==> src/pkg/ascii_parser_pkg.sv <==
// package: register map, field layout, destinations and timing for the ascii input parser
package ascii_parser_pkg;
   localparam int          CLK_HZ           = 40000000;
   localparam int          GAP_TIMEOUT_MS   = 1000;
   localparam int          GAP_CYCLES       = CLK_HZ / 1000 * GAP_TIMEOUT_MS;
   localparam int          FIELD_MAX        = 32;
   localparam int          CNT_W            = 8;
   localparam int          IDX_W            = 6;
   localparam logic [7:0]  REG_CTRL         = 8'h00;
   localparam logic [7:0]  REG_TEMPLATE     = 8'h04;
   localparam logic [7:0]  REG_STATUS       = 8'h08;
   localparam logic [7:0]  REG_FIELD_LEN    = 8'h0C;
   localparam logic [7:0]  REG_FIELD_BASE   = 8'h40;
   localparam int          CTRL_TERM_LSB    = 0;
   localparam int          CTRL_TERM_EN     = 8;
   localparam int          CTRL_DEST_LSB    = 12;
   localparam int          CTRL_ENABLE      = 16;
   localparam int          TPL_PRE_LSB      = 0;
   localparam int          TPL_LEN_LSB      = 8;
   localparam int          TPL_POST_LSB     = 16;
   localparam logic [31:0] CTRL_RESET       = 32'h0001_000D;
   localparam logic [31:0] TPL_RESET        = 32'h0000_1000;
   localparam logic [1:0]  RESP_OKAY        = 2'h0;
   localparam logic [1:0]  RESP_SLVERR      = 2'h2;
   localparam logic [7:0]  CTRL_CODE_MAX    = 8'h1F;

   typedef enum logic [2:0] {
      DEST_PRIMARY_ID, DEST_KEYPAD, DEST_TARE, DEST_TARE_ID,
      DEST_TARGET_ID, DEST_MATERIAL_ID, DEST_ACTIVE_TARGET
   } dest_type;
endpackage

==> src/pkg/char_if.sv <==
// interface: received-character stream between front end and parser core
`timescale 1ns/1ps
interface char_if;
   logic       valid;
   logic [7:0] data;
   modport src (output valid, output data);
   modport dst (input valid, input data);
endinterface

==> src/verilog/char_sync.sv <==
// synchroniser for the incoming character strobe and byte
`timescale 1ns/1ps
module char_sync (
   input  wire logic       ref_clk,
   input  wire logic       resetn,
   input  wire logic       clkEn,
   input  wire logic       rxValid,
   input  wire logic [7:0] rxData,
   char_if.src             chr
);
   logic [8:0] stage1_r;
   logic [8:0] stage2_r;
   logic       prev_r;

   // byte is stable while the valid level is held, so syncing it alongside is safe
   always_ff @(posedge ref_clk) begin
      if (!resetn) begin
         stage1_r <= 9'h000;
         stage2_r <= 9'h000;
         prev_r   <= 1'b0;
      end else if (clkEn) begin
         stage1_r <= {rxValid, rxData};
         stage2_r <= stage1_r;
         prev_r   <= stage2_r[8];
      end
   end

   assign chr.valid = clkEn & stage2_r[8] & ~prev_r;
   assign chr.data  = stage2_r[7:0];
endmodule

==> src/verilog/gap_timer.sv <==
// inter-character gap timer: pulses when the silence exceeds the limit
`timescale 1ns/1ps
module gap_timer #(
   parameter int LIMIT = 40000000
) (
   input  wire logic ref_clk,
   input  wire logic resetn,
   input  wire logic clkEn,
   input  wire logic armed,
   input  wire logic restart,
   output logic      expired
);
   logic [31:0] count_r;

   always_ff @(posedge ref_clk) begin
      if (!resetn) begin
         count_r <= 32'h0000_0000;
         expired <= 1'b0;
      end else if (clkEn) begin
         expired <= 1'b0;
         if (restart || !armed) begin
            count_r <= 32'h0000_0000;
         end else if (count_r == 32'(LIMIT)) begin
            expired <= 1'b1;
            count_r <= 32'h0000_0000;
         end else begin
            count_r <= count_r + 32'h0000_0001;
         end
      end
   end
endmodule

==> src/verilog/ascii_input_template_parser.sv <==
// ascii input template parser with axi4-lite register slave
// Contract
// A programmed number of leading characters is skipped at the start of every string.
// The collected field holds at most the programmed data length of characters after the skip.
// A programmed count of characters just before the terminator is removed from the field; the code strips the last captured characters instead.
// The terminator is programmable to any ascii control code and ends the string.
// With no terminator enabled only the gap timeout ends a string.
// A silence of more than one second between characters ends the string.
// At either ending the collected field goes to the selected destination.
// The sender keeps the same leading and trailing unwanted counts in every string.
// The destination is one of primary id prompt, keypad, tare, tare id, target id, material id, active target.
// Tare id and target id destinations request a table look-up rather than a value.
// For fixed-length strings the trailing count is left at zero so nothing is stripped.
// The terminator is never part of the field and delivery is a single-cycle valid pulse.
`timescale 1ns/1ps
module ascii_input_template_parser
   import ascii_parser_pkg::*;
#(
   parameter int GAP_LIMIT = GAP_CYCLES
) (
   input  wire logic                   ref_clk,
   input  wire logic                   resetn,
   input  wire logic                   clkEn,
   input  wire logic                   rxValid,
   input  wire logic [7:0]             rxData,
   input  wire logic [7:0]             s_axi_awaddr,
   input  wire logic                   s_axi_awvalid,
   output logic                        s_axi_awready,
   input  wire logic [31:0]            s_axi_wdata,
   input  wire logic [3:0]             s_axi_wstrb,
   input  wire logic                   s_axi_wvalid,
   output logic                        s_axi_wready,
   output logic [1:0]                  s_axi_bresp,
   output logic                        s_axi_bvalid,
   input  wire logic                   s_axi_bready,
   input  wire logic [7:0]             s_axi_araddr,
   input  wire logic                   s_axi_arvalid,
   output logic                        s_axi_arready,
   output logic [31:0]                 s_axi_rdata,
   output logic [1:0]                  s_axi_rresp,
   output logic                        s_axi_rvalid,
   input  wire logic                   s_axi_rready,
   output logic                        fieldValid,
   output logic [8*FIELD_MAX-1:0]      fieldData,
   output logic [IDX_W-1:0]            fieldLen,
   output dest_type                    fieldDest,
   output logic                        lookupReq
);
   char_if chr ();

   logic [31:0]          ctrl_r;
   logic [31:0]          tpl_r;
   logic [7:0]           buf_r [FIELD_MAX];
   logic [CNT_W-1:0]     seen_r;
   logic [IDX_W-1:0]     taken_r;
   logic                 active_r;
   logic [7:0]           stringCount_r;
   logic                 timedOut_r;
   logic                 gapExpired;
   logic [7:0]           awaddr_r;
   logic [31:0]          wdata_r;
   logic [3:0]           wstrb_r;
   logic                 awHeld_r;
   logic                 wHeld_r;
   logic [IDX_W-1:0]     lenKeep;
   logic [CNT_W-1:0]     preLen;
   logic [CNT_W-1:0]     dataLen;
   logic [CNT_W-1:0]     postLen;
   logic [7:0]           termCode;
   logic                 termEn;
   logic                 isTerm;
   logic                 endStr;
   logic                 isCtrlCode;
   logic [CNT_W-1:0]     capLen;

   assign preLen   = tpl_r[TPL_PRE_LSB +: CNT_W];
   assign dataLen  = tpl_r[TPL_LEN_LSB +: CNT_W];
   assign postLen  = tpl_r[TPL_POST_LSB +: CNT_W];
   assign termCode = ctrl_r[CTRL_TERM_LSB +: 8];
   assign isCtrlCode = (termCode <= CTRL_CODE_MAX) || (termCode == 8'h7F);
   // a non-control code is treated as no terminator at all
   assign termEn   = ctrl_r[CTRL_TERM_EN] & isCtrlCode;
   assign capLen   = (dataLen > CNT_W'(FIELD_MAX)) ? CNT_W'(FIELD_MAX) : dataLen;

   char_sync u_sync (
      .ref_clk (ref_clk),
      .resetn  (resetn),
      .clkEn   (clkEn),
      .rxValid (rxValid),
      .rxData  (rxData),
      .chr     (chr)
   );

   gap_timer #(
      .LIMIT (GAP_LIMIT)
   ) u_gap (
      .ref_clk (ref_clk),
      .resetn  (resetn),
      .clkEn   (clkEn),
      .armed   (active_r),
      .restart (chr.valid),
      .expired (gapExpired)
   );

   assign isTerm = chr.valid & termEn & (chr.data == termCode) & ctrl_r[CTRL_ENABLE];
   assign endStr = isTerm | (gapExpired & active_r & ~chr.valid);

   // characters kept once the tail is stripped; zero tail keeps all
   always_comb begin
      if (IDX_W'(postLen) >= taken_r || postLen >= CNT_W'(FIELD_MAX)) begin
         lenKeep = '0;
      end else begin
         lenKeep = taken_r - IDX_W'(postLen);
      end
   end

   // the stripped tail is measured against the characters captured, so a tail
   // that lies beyond the data-length cap removes captured data too
   always_ff @(posedge ref_clk) begin
      if (!resetn) begin
         seen_r   <= '0;
         taken_r  <= '0;
         active_r <= 1'b0;
      end else if (clkEn) begin
         if (endStr) begin
            seen_r   <= '0;
            taken_r  <= '0;
            active_r <= 1'b0;
         end else if (chr.valid && ctrl_r[CTRL_ENABLE]) begin
            active_r <= 1'b1;
            if (seen_r != {CNT_W{1'b1}}) begin
               seen_r <= seen_r + CNT_W'(1);
            end
            if (seen_r >= preLen && CNT_W'(taken_r) < capLen) begin
               taken_r <= taken_r + IDX_W'(1);
            end
         end
      end
   end

   genvar g;
   generate
      for (g = 0; g < FIELD_MAX; g = g + 1) begin : g_buf
         always_ff @(posedge ref_clk) begin
            if (!resetn) begin
               buf_r[g] <= 8'h00;
            end else if (clkEn && chr.valid && !isTerm && ctrl_r[CTRL_ENABLE]
                         && seen_r >= preLen && CNT_W'(taken_r) < capLen
                         && taken_r == IDX_W'(g)) begin
               buf_r[g] <= chr.data;
            end
         end
      end
   endgenerate

   // delivery: field bytes beyond the kept length read as zero
   always_ff @(posedge ref_clk) begin
      if (!resetn) begin
         fieldValid <= 1'b0;
         fieldData  <= '0;
         fieldLen   <= '0;
         fieldDest  <= DEST_PRIMARY_ID;
         lookupReq  <= 1'b0;
      end else if (clkEn) begin
         fieldValid <= 1'b0;
         lookupReq  <= 1'b0;
         if (endStr) begin
            fieldValid <= 1'b1;
            fieldLen   <= lenKeep;
            fieldDest  <= dest_type'(ctrl_r[CTRL_DEST_LSB +: 3]);
            lookupReq  <= (ctrl_r[CTRL_DEST_LSB +: 3] == 3'(DEST_TARE_ID))
                       || (ctrl_r[CTRL_DEST_LSB +: 3] == 3'(DEST_TARGET_ID));
            for (int i = 0; i < FIELD_MAX; i++) begin
               fieldData[8*i +: 8] <= (IDX_W'(i) < lenKeep) ? buf_r[i] : 8'h00;
            end
         end
      end
   end

   always_ff @(posedge ref_clk) begin
      if (!resetn) begin
         stringCount_r <= 8'h00;
         timedOut_r    <= 1'b0;
      end else if (clkEn && endStr) begin
         stringCount_r <= stringCount_r + 8'h01;
         timedOut_r    <= ~isTerm;
      end
   end

   // axi4-lite write: address and data taken in either order
   always_ff @(posedge ref_clk) begin
      if (!resetn) begin
         awHeld_r <= 1'b0;
         wHeld_r  <= 1'b0;
         awaddr_r <= 8'h00;
         wdata_r  <= 32'h0000_0000;
         wstrb_r  <= 4'h0;
      end else if (clkEn) begin
         if (s_axi_awvalid && s_axi_awready) begin
            awHeld_r <= 1'b1;
            awaddr_r <= s_axi_awaddr;
         end
         if (s_axi_wvalid && s_axi_wready) begin
            wHeld_r <= 1'b1;
            wdata_r <= s_axi_wdata;
            wstrb_r <= s_axi_wstrb;
         end
         if (awHeld_r && wHeld_r) begin
            awHeld_r <= 1'b0;
            wHeld_r  <= 1'b0;
         end
      end
   end

   always_ff @(posedge ref_clk) begin
      if (!resetn) begin
         s_axi_awready <= 1'b0;
         s_axi_wready  <= 1'b0;
      end else if (clkEn) begin
         s_axi_awready <= ~awHeld_r & ~(s_axi_awvalid & s_axi_awready) & ~s_axi_bvalid;
         s_axi_wready  <= ~wHeld_r & ~(s_axi_wvalid & s_axi_wready) & ~s_axi_bvalid;
      end
   end

   always_ff @(posedge ref_clk) begin
      if (!resetn) begin
         ctrl_r       <= CTRL_RESET;
         tpl_r        <= TPL_RESET;
         s_axi_bvalid <= 1'b0;
         s_axi_bresp  <= RESP_OKAY;
      end else if (clkEn) begin
         if (s_axi_bvalid && s_axi_bready) begin
            s_axi_bvalid <= 1'b0;
         end
         if (awHeld_r && wHeld_r) begin
            s_axi_bvalid <= 1'b1;
            s_axi_bresp  <= RESP_OKAY;
            for (int b = 0; b < 4; b++) begin
               if (wstrb_r[b] && awaddr_r[7:2] == REG_CTRL[7:2]) begin
                  ctrl_r[8*b +: 8] <= wdata_r[8*b +: 8];
               end
               if (wstrb_r[b] && awaddr_r[7:2] == REG_TEMPLATE[7:2]) begin
                  tpl_r[8*b +: 8] <= wdata_r[8*b +: 8];
               end
            end
            if (awaddr_r[7:2] != REG_CTRL[7:2] && awaddr_r[7:2] != REG_TEMPLATE[7:2]) begin
               s_axi_bresp <= RESP_SLVERR;
            end
         end
      end
   end

   // axi4-lite read: one cycle from address acceptance to data
   always_ff @(posedge ref_clk) begin
      if (!resetn) begin
         s_axi_arready <= 1'b0;
         s_axi_rvalid  <= 1'b0;
         s_axi_rdata   <= 32'h0000_0000;
         s_axi_rresp   <= RESP_OKAY;
      end else if (clkEn) begin
         s_axi_arready <= ~s_axi_rvalid & ~(s_axi_arvalid & s_axi_arready);
         if (s_axi_rvalid && s_axi_rready) begin
            s_axi_rvalid <= 1'b0;
         end
         if (s_axi_arvalid && s_axi_arready) begin
            s_axi_rvalid <= 1'b1;
            s_axi_rresp  <= RESP_OKAY;
            s_axi_rdata  <= 32'h0000_0000;
            if (s_axi_araddr == REG_CTRL) begin
               s_axi_rdata <= ctrl_r;
            end else if (s_axi_araddr == REG_TEMPLATE) begin
               s_axi_rdata <= tpl_r;
            end else if (s_axi_araddr == REG_STATUS) begin
               s_axi_rdata <= {22'h000000, timedOut_r, active_r, stringCount_r};
            end else if (s_axi_araddr == REG_FIELD_LEN) begin
               s_axi_rdata <= {26'h0000000, fieldLen};
            end else if (s_axi_araddr >= REG_FIELD_BASE
                         && s_axi_araddr < REG_FIELD_BASE + 8'(FIELD_MAX)) begin
               s_axi_rdata <= {24'h000000,
                               fieldData[8*(s_axi_araddr - REG_FIELD_BASE) +: 8]};
            end else begin
               s_axi_rresp <= RESP_SLVERR;
            end
         end
      end
   end
endmodule

==> config.mk <==
export PLATFORM = sky130hd
export DESIGN_NAME = ascii_input_template_parser
export DESIGN_NICKNAME = d
export VERILOG_FILES = /design/src/pkg/ascii_parser_pkg.sv /design/src/pkg/char_if.sv /design/src/verilog/char_sync.sv /design/src/verilog/gap_timer.sv /design/src/verilog/ascii_input_template_parser.sv
export SDC_FILE = /design/constraint.sdc
export NUM_CORES = 1
export LEC_CHECK = 0
export BUFFER_PORTS_ARGS = -buffer_cell sky130_fd_sc_hd__buf_2
export CAP_MARGIN = 20
export CORE_MARGIN = 3
export CORE_UTILIZATION = 50
export DETAILED_ROUTE_END_ITERATION = 16
export HOLD_SLACK_MARGIN = 0.06
export MAX_ROUTING_LAYER = met4
export PLACE_DENSITY = 0.82
export SETUP_SLACK_MARGIN = 0.4
export SKIP_LAST_GASP = 1
export SLEW_MARGIN = 20
export SYNTH_ARGS = -nofsm -noshare
export SYNTH_HDL_FRONTEND = slang
export SYNTH_HIERARCHICAL = 1
export SYNTH_SLANG_ARGS = --single-unit
==> constraint.sdc <==
create_clock -name ref_clk -period 3.3 [get_ports ref_clk]
set_input_delay 0.165 -clock ref_clk [delete_from_list [all_inputs] [get_ports ref_clk]]
set_output_delay 0.165 -clock ref_clk [all_outputs]
set_load 0.005 [all_outputs]
==> results.md, run 1 <==
- The final-report hold violation count came to 0.
- The dominant cell type by count on the critical path is buf_6.
- On the critical path, the stage with the largest delay is an instance of dfxtp_2.
- The count of pins over their slew limit is 0.
- After synthesis, the cell types taking the most area are dfxtp_1, edfxtp_1, a22o_1.
- The type of the most critical hold path is in2reg.
- The arrival time reported for the critical path endpoint is 3.20 ns.
- The library cell used as clock root buffer is clkbuf_16.
- Of the available clock period, the critical path in the final layout requires 0.872.
- Walking the worst path, the cells encountered are nor3_4 -> buf_6 -> nand2_2 -> ha_4 -> a21oi_2 -> o221a_2 -> o311a_4 -> buf_6 -> nand3_4 -> buf_12 -> buf_6 -> o21ai_1 -> buf_4.
- After detailed routing, the number of remaining DRC violations is 0.
- The number of I/O port buffers is 372.
- Pin placement for this block handled 377 I/O pins.
- Together, buffers and inverters on the worst path number 5.
- Of all cell types, the one taking the most synthesized area is dfxtp_1.
- Power comes to 18.9 mW.
- The count of flip-flops with a built-in enable after synthesis is 256.
- Measured along the y axis, the die boundary spans 254 um.
- In this run the cell area of the synthesized design comes to 0.0307 mm^2.
- The synthesized netlist contains 104 unique library cells.
- The pin slew with the least headroom to its limit is 0.954 ns.
- The headroom to the max-slew limit is 0.359.
- The proportion of netlist area held by the largest area contributor is 0.319.
- The number of cells produced by synthesis is 2774.
- The worst setup path is launched from a flop.
- The capturing point of the worst reg2reg path is buf_r[4][3].
- The worst setup path is captured at a flop.
- The first global-routing pass estimated 147000 um of wire.
- The leakage power figure is 14.7 nW.
- The clock latency at the later pin of the worst-skew pair is 0.62 ns.
- The maximum number of pins on one net before global-route repair is 85.
- In the routed layout, each cell is associated on average with a via count of 6.17.
- The top achievable clock speed is 347 MHz.
- The placed instances occupy a cell area of 0.0338 mm^2.
- The row count is 90.
- The required time of the worst setup path is 3.62 ns.
- In this run, CTS created clock tree buffers numbering 76.
- The final HPWL from detailed placement is 68900 um.
- The deepest level of the CTS H-tree is 3.
- The category of the most critical setup path is reg2reg.
- In the final layout, the share of cells above drive strength 1 is 0.251.
- For this design, the sink count on the clock tree is 746.
- The worst min-delay path endpoint is u_sync/stage1_r[0].
- The family of cells with the greatest summed delay on the critical path is buffers and inverters.
- For this block, the initial DRC count from the detailed router was 3353.
- The depth of the worst register-to-register path is 13.
- VDD sags by at most 376 uV.
- The floorplan step set the die width to 254 um.
- Yosys printed 6 warnings.
- In this run the power density over the cells is 500 mW/mm^2.
- Routability-driven placement finished with a final weighted congestion of 0.953.
- In this run the critical register-to-register path is launched from tpl_r[13].
- In the synthesized netlist the async set-or-reset flop fraction comes to 0.
- Detailed routing inserted a total of 25400 vias.
- The signed area change from the synthesized netlist to the final layout is 23.1%.
- The mean instance size in the synthesized netlist is 11.1 um^2.
- Before antenna repair, the detailed router went through 6 iterations.
- The total wire length is 100000 um.
- In the synthesized netlist the dominant register cell turns out to be dfxtp_1.
- The max capacitance violation total is 0.
- The final clock skew is 0.0235 ns.
- The instance count along the most critical hold path is 2.
- Dividing the detail-routed wire length by the instance count gives 24.4 um.
- In this run the register-to-register setup slack is 0.42 ns.
- The final antenna-violating net count is 0.
- The standard cell core area is 0.0606 mm^2.
- For this run, the slowest stage of the critical path takes 0.34 ns.
- The initial core utilization is 0.508.
- The overall fraction of global-route tracks in use is 0.311.
- The startpoint identified for the worst hold timing path is resetn.
- TritonCTS built the clock tree.
- After the last flow step, the layout net total stands at 3366.
- The maximum net fanout on the critical path is 8.
- The number of setup violations in the final report is 0.
- The share of the Yosys chip area taken by registers is 0.569.
- Counting flops and latches in the post-synthesis netlist gives 746.
- The total global routing overflow is 0.
- No sink is reached through more buffers than the 3 on the longest clock path.
- The final instance area is 0.0379 mm^2.
- The number of antenna violations at the first check in global routing is 8.
- After clock tree synthesis, the clock-pin slew on the worst setup and hold paths is 0.06 ns.
- The run finished with clean final reports.
- Setup repair after global routing could not meet its margin everywhere.
- The die outline area is 0.0645 mm^2.
- The number of global-route vias before repair is 23900.
- Subtracting the final worst setup slack from the clock period gives 2.88 ns.
==> kinds of logic (layout without fill, tap and decap cells) <==
logic type                 count (synthesis)  count (layout)  synth area share
xor gates and xnor gates                  22              22           0.00627
muxes                                    135             135            0.0672
DFF                                      746             746             0.569
AOI/OAI and AO/OA                        625             625             0.157
buffers and inverters                    221             777            0.0337
adders and majority gates                 28              28            0.0116
other                                      1              10          0.000122
and+or+nand+nor                          996             996             0.156
==> area by class of cell <==
class,instances,area [um^2]
fillers,4512,22700
flip-flops and latches,746,17500
multi-input cells,1808,12600
repair buffers,610,4220
clock buffers,108,2190
well taps,782,978
clock inverters,32,268
inverters,27,104
diodes,8,20.0
==> cells in the final DEF, fill, tap and decap left out, drive strengths merged, types with 11 or more instances in the layout <==
cell,count
buf,550
dfxtp,490
nor2,365
nand2,291
edfxtp,256
a22o,232
a21oi,154
nand3,116
clkbuf,108
mux2i,78
o21ai,70
nor3,62
dlygate4sd3,58
mux4,56
inv,32
nor2b,30
ha,27
a221oi,24
a32o,24
nand4,20
clkinv,20
a211oi,18
nand2b,17
and3,16
a31oi,15
nor4,15
o22ai,13
a2111oi,13
or3,12
xnor2,11
xor2,11
and2,11
==> flip-flops by register name (all words and copies together) (netlist names), 9 cells and up <==
register	count
buf_r	256
fieldData	256
ctrl_r	32
s_axi_rdata	32
tpl_r	32
u_gap/count_r	32
wdata_r	32
u_sync/stage1_r	9
u_sync/stage2_r	9
==> worst max path at each step <==
stage                          start        endpoint  slack, ns  cells past startpoint
after floorplan            tpl_r[15]    buf_r[6][10]       0.31                      8
after global placement     tpl_r[15]     buf_r[5][2]      -0.02                     12
after detailed placement   tpl_r[15]    buf_r[0][17]      -0.04                      9
after CTS                 taken_r[0]  fieldData[216]       0.37                     12
after global routing       tpl_r[13]     buf_r[4][4]       0.35                     12
final                      tpl_r[13]     buf_r[4][3]       0.42                     13
==> worst reg2reg max path, cell delays in order (launching register included) <==
cell and delay (ns):
dfxtp_2 0.34, nor3_4 0.27, buf_6 0.17, nand2_2 0.07, ha_4 0.23, a21oi_2 0.15
o221a_2 0.23, o311a_4 0.24, buf_6 0.12, nand3_4 0.12, buf_12 0.19, buf_6 0.12
o21ai_1 0.12, buf_4 0.20
==> cell usage after synthesis (26+ instances only) <==
library cell	n
buf_2	33
edfxtp_1	256
mux4_2	56
inv_1	26
nand2_1	291
nor3_1	50
nor2b_1	30
dfxtp_1	490
o21ai_0	52
a21oi_1	151
nor2_1	361
a22o_1	232
clkbuf_1	121
nand3_1	116
ha_1	27
mux2i_1	77
==> what timing repair did <==
action,4_1_cts,5_1_grt
pin swaps,15,27
hold endpoints to repair,58,0
gates cloned,2,0
setup endpoints to repair,688,513
buffers inserted,29,20
resized for setup,27,60
hold buffers,58,0
==> metal layers <==
layer,GRT usage,part of all wire,vias to the layer above
li1,-,-,11300
met1,0.400,0.38,12300
met2,0.472,0.46,1564
met3,0.0658,0.11,296
met4,0.149,0.054,0
met5,-,0,-
==> stage by stage <==
stage	util	cells	setup TNS, ns	worst slack [ns]	hold slack, ns
2_1_floorplan	-	2775	0	0.313	0.293
3_3_place_gp	0.558	3864	-0.153	-0.0192	0.394
3_5_place_dp	0.558	3864	-0.446	-0.0384	0.405
4_1_cts	0.617	4093	0	0.371	0.146
5_1_grt	0.625	4120	0	0.352	0.193
6_report	0.625	4121	0	0.421	0.198
==> where the power goes <==
part           switching [mW]  internal [mW]  leakage [nW]
Clock                    3.65           4.82          1.19
Sequential             0.0762           9.64          6.56
Combinational           0.483          0.265          6.94
Total                    4.21           14.7          14.7
Power figures use the tool's default switching activity.
==> run 2: changes to the inputs <==
- ABC_AREA: default -> 1
- CORE_ASPECT_RATIO: default -> 2
==> run 2 against run 1 <==
Compared with the run above: register-to-register slack improved by 0.04 ns; sequential share of layout area decreased by 0.49 points; hold slack got worse by 0.093 ns; sequential cell count unchanged; routed wire length increased by 14%; combinational power increased by 40%; global-route usage increased by 2.4 points; critical path type unchanged; total power decreased by 0.14%; first-iteration DRC count decreased by 16%.
==> results.md, run 2 <==
- Run status: completed (unchanged).
- The max capacitance violation total is 0 (unchanged).
- Worst-path cell chain: inv_1 -> ha_1 -> a21o_1 -> nand2_1 -> nand3_1 -> or2_2 -> nand3_4 -> inv_2 -> nor2_2 -> nand2_1 -> o21ai_4 -> o21ai_0 (was nor3_4 -> buf_6 -> nand2_2 -> ha_4 -> a21oi_2 -> o221a_2 -> o311a_4 -> buf_6 -> nand3_4 -> buf_12 -> buf_6 -> o21ai_1 -> buf_4).
- The longest individual stage delay on the worst path is 0.40 ns (was 0.34 ns).
- The global-route wire length before repair is 167000 um (was 147000 um).
- The number of violations reported at the end of detailed-routing iteration 0 is 2807 (was 3353).
- The post-CTS clock slew at the launch and capture registers of the worst setup and hold paths is 0.07 ns (was 0.06 ns).
- The arrival time reported for the critical path endpoint came to 3.31 ns (was 3.20 ns).
- The type of the most critical hold path was in2reg (unchanged).
- The critical path capture point is fieldData[64] (was buf_r[4][3]).
- The post-detailed-route via-to-cell ratio is 5.72 (was 6.17).
- The TritonCTS clock tree is done (unchanged).
- The share of the clock period used by the worst path is 0.859 (was 0.872).
- The count of inserted antenna diode cells came to 0 (was 8).
- The number of search-and-repair iterations in the first detailed-routing pass is 7 (was 6).
- The CTS buffer count is 66 (was 76).
- The headroom to the max-slew limit is 0.383 (was 0.359).
- The maximum number of buffers from clock root to sink is 3 (unchanged).
- Most frequent cells in the layout: nand2_1, nor2_1, dfxtp_1 (was dfxtp_1, buf_2, nor2_1).
- The reg-to-reg setup timing slack is 0.47 ns (was 0.42 ns).
- The number of antenna violations at the first check in global routing was 1 (was 8).
- Area contributors post-synth: dfxtp_1, edfxtp_1, nand2_1 (was dfxtp_1, edfxtp_1, a22o_1).
- Biggest registers after layout: buf_r (256), fieldData (256) (unchanged).
- The maximum number of pins on one net before global-route repair came to 110 (was 85).
- The most used flip-flop cell after synthesis is dfxtp_1 (unchanged).
- The final instance area is 0.0382 mm^2 (was 0.0379 mm^2).
- The accumulated negative setup slack is 0 ns (unchanged).
- The fraction of power consumed by the clock network is 0.429 (was 0.448).
- The share of the yosys chip area belonging to registers came to 0.540 (was 0.569).
- The startpoint class of the critical path is a flop (unchanged).
- The final HPWL from detailed placement was 80700 um (was 68900 um).
- The row count is 131 (was 90).
- The deepest level of the CTS H-tree is 3 (unchanged).
- The worst setup path startpoint is tpl_r[18] (was tpl_r[13]).
- The clock latency at the later pin of the worst-skew pair is 0.62 ns (about the same).
- The depth of the worst register-to-register path is 12 (was 13).
- The count of flip-flops with a built-in enable after synthesis is 256 (unchanged).
- Top cell types by occurrence after synthesis: nand2_1, nor2_1, dfxtp_1 (was dfxtp_1, nor2_1, nand2_1).
- The signed area change from the synthesized netlist to the final layout is 18.1% (was 23.1%).
- The post-layout net count came to 4448 (was 3366).
- The most common cell in the synthesized netlist is nand2_1 (was dfxtp_1).
- The placed standard-cell area was 0.0351 mm^2 (was 0.0338 mm^2).
- The number of setup violations in the final report is 0 (unchanged).
- The count of pins over their slew limit is 0 (unchanged).
- The fraction of layout instances using a drive strength above 1 is 0.167 (was 0.251).
- The flip-flop and latch count after synthesis is 746 (unchanged).
- The DRC violation count after routing was 0 (unchanged).
- The total of warnings raised by yosys is 6 (unchanged).
- The worst ir drop on vdd is 484 uV (was 376 uV).
- The final antenna-violating net count came to 0 (unchanged).
- The top achievable clock speed came to 353 MHz (was 347 MHz).
- The startpoint of the worst-slack reg-to-reg timing path is tpl_r[18] (was tpl_r[13]).
- The placer congestion estimate is 1.00 (was 0.953).
- The total internal power is 14.5 mW (was 14.7 mW).
- The category of the most critical setup path was reg2reg (unchanged).
- The number of vias after detailed routing came to 29700 (was 25400).
- The number of I/O port buffers is 372 (unchanged).
- The number of top-level pins is 377 (unchanged).
- The total wire length is 115000 um (was 100000 um).
- The switching power of the nets is 4.44 mW (was 4.21 mW).
- The dominant cell type by count on the critical path is nand2_1 (was buf_6).
- The final clock skew was 0.0304 ns (was 0.0235 ns).
- The post-layout minimum cycle time is 2.83 ns (was 2.88 ns).
- The post-synthesis instance area is 0.0324 mm^2 (was 0.0307 mm^2).
- The post-synthesis async set-or-reset flop share is 0 (unchanged).
- The average detailed-routed wire length per instance is 22.0 um (was 24.4 um).
- The final-report hold violation count is 0 (unchanged).
- The sequential group share of total power is 0.515 (was 0.513).
- The standard cell core area is 0.0639 mm^2 (was 0.0606 mm^2).
- The count of cell types in the netlist came to 56 (was 104).
- The die outline area is 0.0681 mm^2 (was 0.0645 mm^2).
- The proportion of netlist area held by the largest area contributor is 0.303 (was 0.319).
- The maximum net fanout on the critical path is 8 (unchanged).
- Unrepaired setup endpoints after global routing: yes (unchanged).
- The library cell used as clock root buffer is clkbuf_16 (unchanged).
- The pin slew with the least headroom to its limit was 0.925 ns (was 0.954 ns).
- The fraction of power consumed by combinational cells came to 0.056 (was 0.040).
- The horizontal die dimension is 186 um (was 254 um).
- The cell taking the most area after synthesis is dfxtp_1 (unchanged).
- The die boundary height is 366 um (was 254 um).
- The power per cell area was 494 mW/mm^2 (was 500 mW/mm^2).
- The filler cell count is 5499 (was 4512).
- The overall fraction of global-route tracks in use is 0.335 (was 0.311).
- The number of global-route vias before repair is 28300 (was 23900).
- The critical path endpoint category is a flop (unchanged).
- The slowest cell on the critical path is ha_1 (was dfxtp_2).
- The leakage power figure is 15.6 nW (was 14.7 nW).
- The capturing point of the worst reg2reg path is fieldData[64] (was buf_r[4][3]).
- The number of cells produced by synthesis is 3963 (was 2774).
- The switching power as a share of total power is 0.235 (was 0.222).
- The mean instance size in the synthesized netlist is 8.17 um^2 (was 11.1 um^2).
- The initial core utilization came to 0.507 (was 0.508).
- The clock sink count is 746 (unchanged).
- The most common cell after layout, fill and taps aside is nand2_1 (was dfxtp_1).
- The required time of the worst setup path is 3.78 ns (was 3.62 ns).
- The total global routing overflow came to 0 (unchanged).
[run 2: cell count changes in the layout (fill, tap and decap cells not counted), moves of 26 or more]
| cell | change |
|---|---|
| a21oi_1 | +70 |
| a22o_1 | -232 |
| buf_4 | -38 |
| inv_1 | +285 |
| mux2i_1 | -77 |
| mux4_2 | -56 |
| nand2_1 | +631 |
| nand3_1 | +101 |
| nor2_1 | +197 |
| nor2b_1 | -30 |
| nor3_1 | -26 |
| o211ai_1 | +41 |
| o21ai_0 | +301 |
| o21ai_1 | +37 |
[run 2: metal layers]
layer | global-route usage | share of wire
met2 | 0.568 | 0.50
met1 | 0.327 | 0.32
met4 | 0.243 | 0.085
met3 | 0.0817 | 0.097
met5 | - | 0
[run 2: cells by family (layout without fill, tap and decap cells)]
| logic type | after synthesis | count (layout) | synth area share |
|---|---|---|---|
| and+or+nand+nor | 1861 | 1861 | 0.246 |
| other | 1 | 2 | 0.000116 |
| DFF | 746 | 746 | 0.540 |
| xor gates and xnor gates | 20 | 20 | 0.00541 |
| AOI/OAI and AO/OA | 751 | 751 | 0.126 |
| adders and majority gates | 28 | 28 | 0.0110 |
| buffers and inverters | 556 | 994 | 0.0716 |
[run 2: power groups by stage]
stage	clock, mW	combinational (mW)	sequential, mW
after CTS	8.16	1.01	9.75
after global routing	8.50	1.11	9.76
after detailed placement	0	0.946	9.95
after global placement	0	0.933	9.95
final	8.11	1.05	9.75
after floorplan	0	0.563	9.93
[run 2: critical path: cells and delay by family (launching register included)]
kind,cells,cell delay [ns]
and+or+nand+nor,6,1.11
buffers and inverters,2,0.20
DFF,1,0.31
adders and majority gates,1,0.40
AOI/OAI and AO/OA,3,0.68
[run 2: what timing repair did]
item / CTS / global route
pin swaps: 3 / 14
endpoints found under the setup margin: 186 / 505
setup buffers: 1 / 15
hold buffers: 62 / 0
endpoints found under the hold margin: 64 / 0
resized for setup: 13 / 48
[run 2: through the flow]
stage	total power [mW]	hold slack, ns	std cells	setup WS (ns)	util
floorplan	10.5	0.288	3964	0.756	-
global placement	10.9	0.385	5003	0.270	0.548
detailed placement	10.9	0.402	5003	0.139	0.548
CTS	18.9	0.0710	5185	0.307	0.594
global route	19.4	0.142	5200	0.330	0.598
finish	18.9	0.105	5200	0.465	0.598
[run 2: how the worst min path moves through the flow]
| stage | cells after the start | start | slack, ns | endpoint |
|---|---|---|---|---|
| global route | 5 | s_axi_arvalid | 0.14 | s_axi_rdata[5] |
| floorplan | 2 | resetn | 0.29 | u_gap/count_r[31] |
| finish | 5 | s_axi_arvalid | 0.11 | s_axi_rdata[5] |
| global placement | 3 | rxValid | 0.39 | u_sync/stage1_r[8] |
| detailed placement | 3 | rxData[0] | 0.40 | u_sync/stage1_r[0] |
| CTS | 5 | s_axi_arvalid | 0.07 | s_axi_rdata[5] |
[run 2: layout make-up]
type	count	area (um^2)	share of cell area
inverters	331	1270	0.0332
repair buffers	544	3490	0.0912
flip-flops and latches	746	17500	0.457
clock inverters	36	420	0.0110
well taps	798	998	0.0261
clock buffers	83	1820	0.0475
multi-input cells	2662	12800	0.334
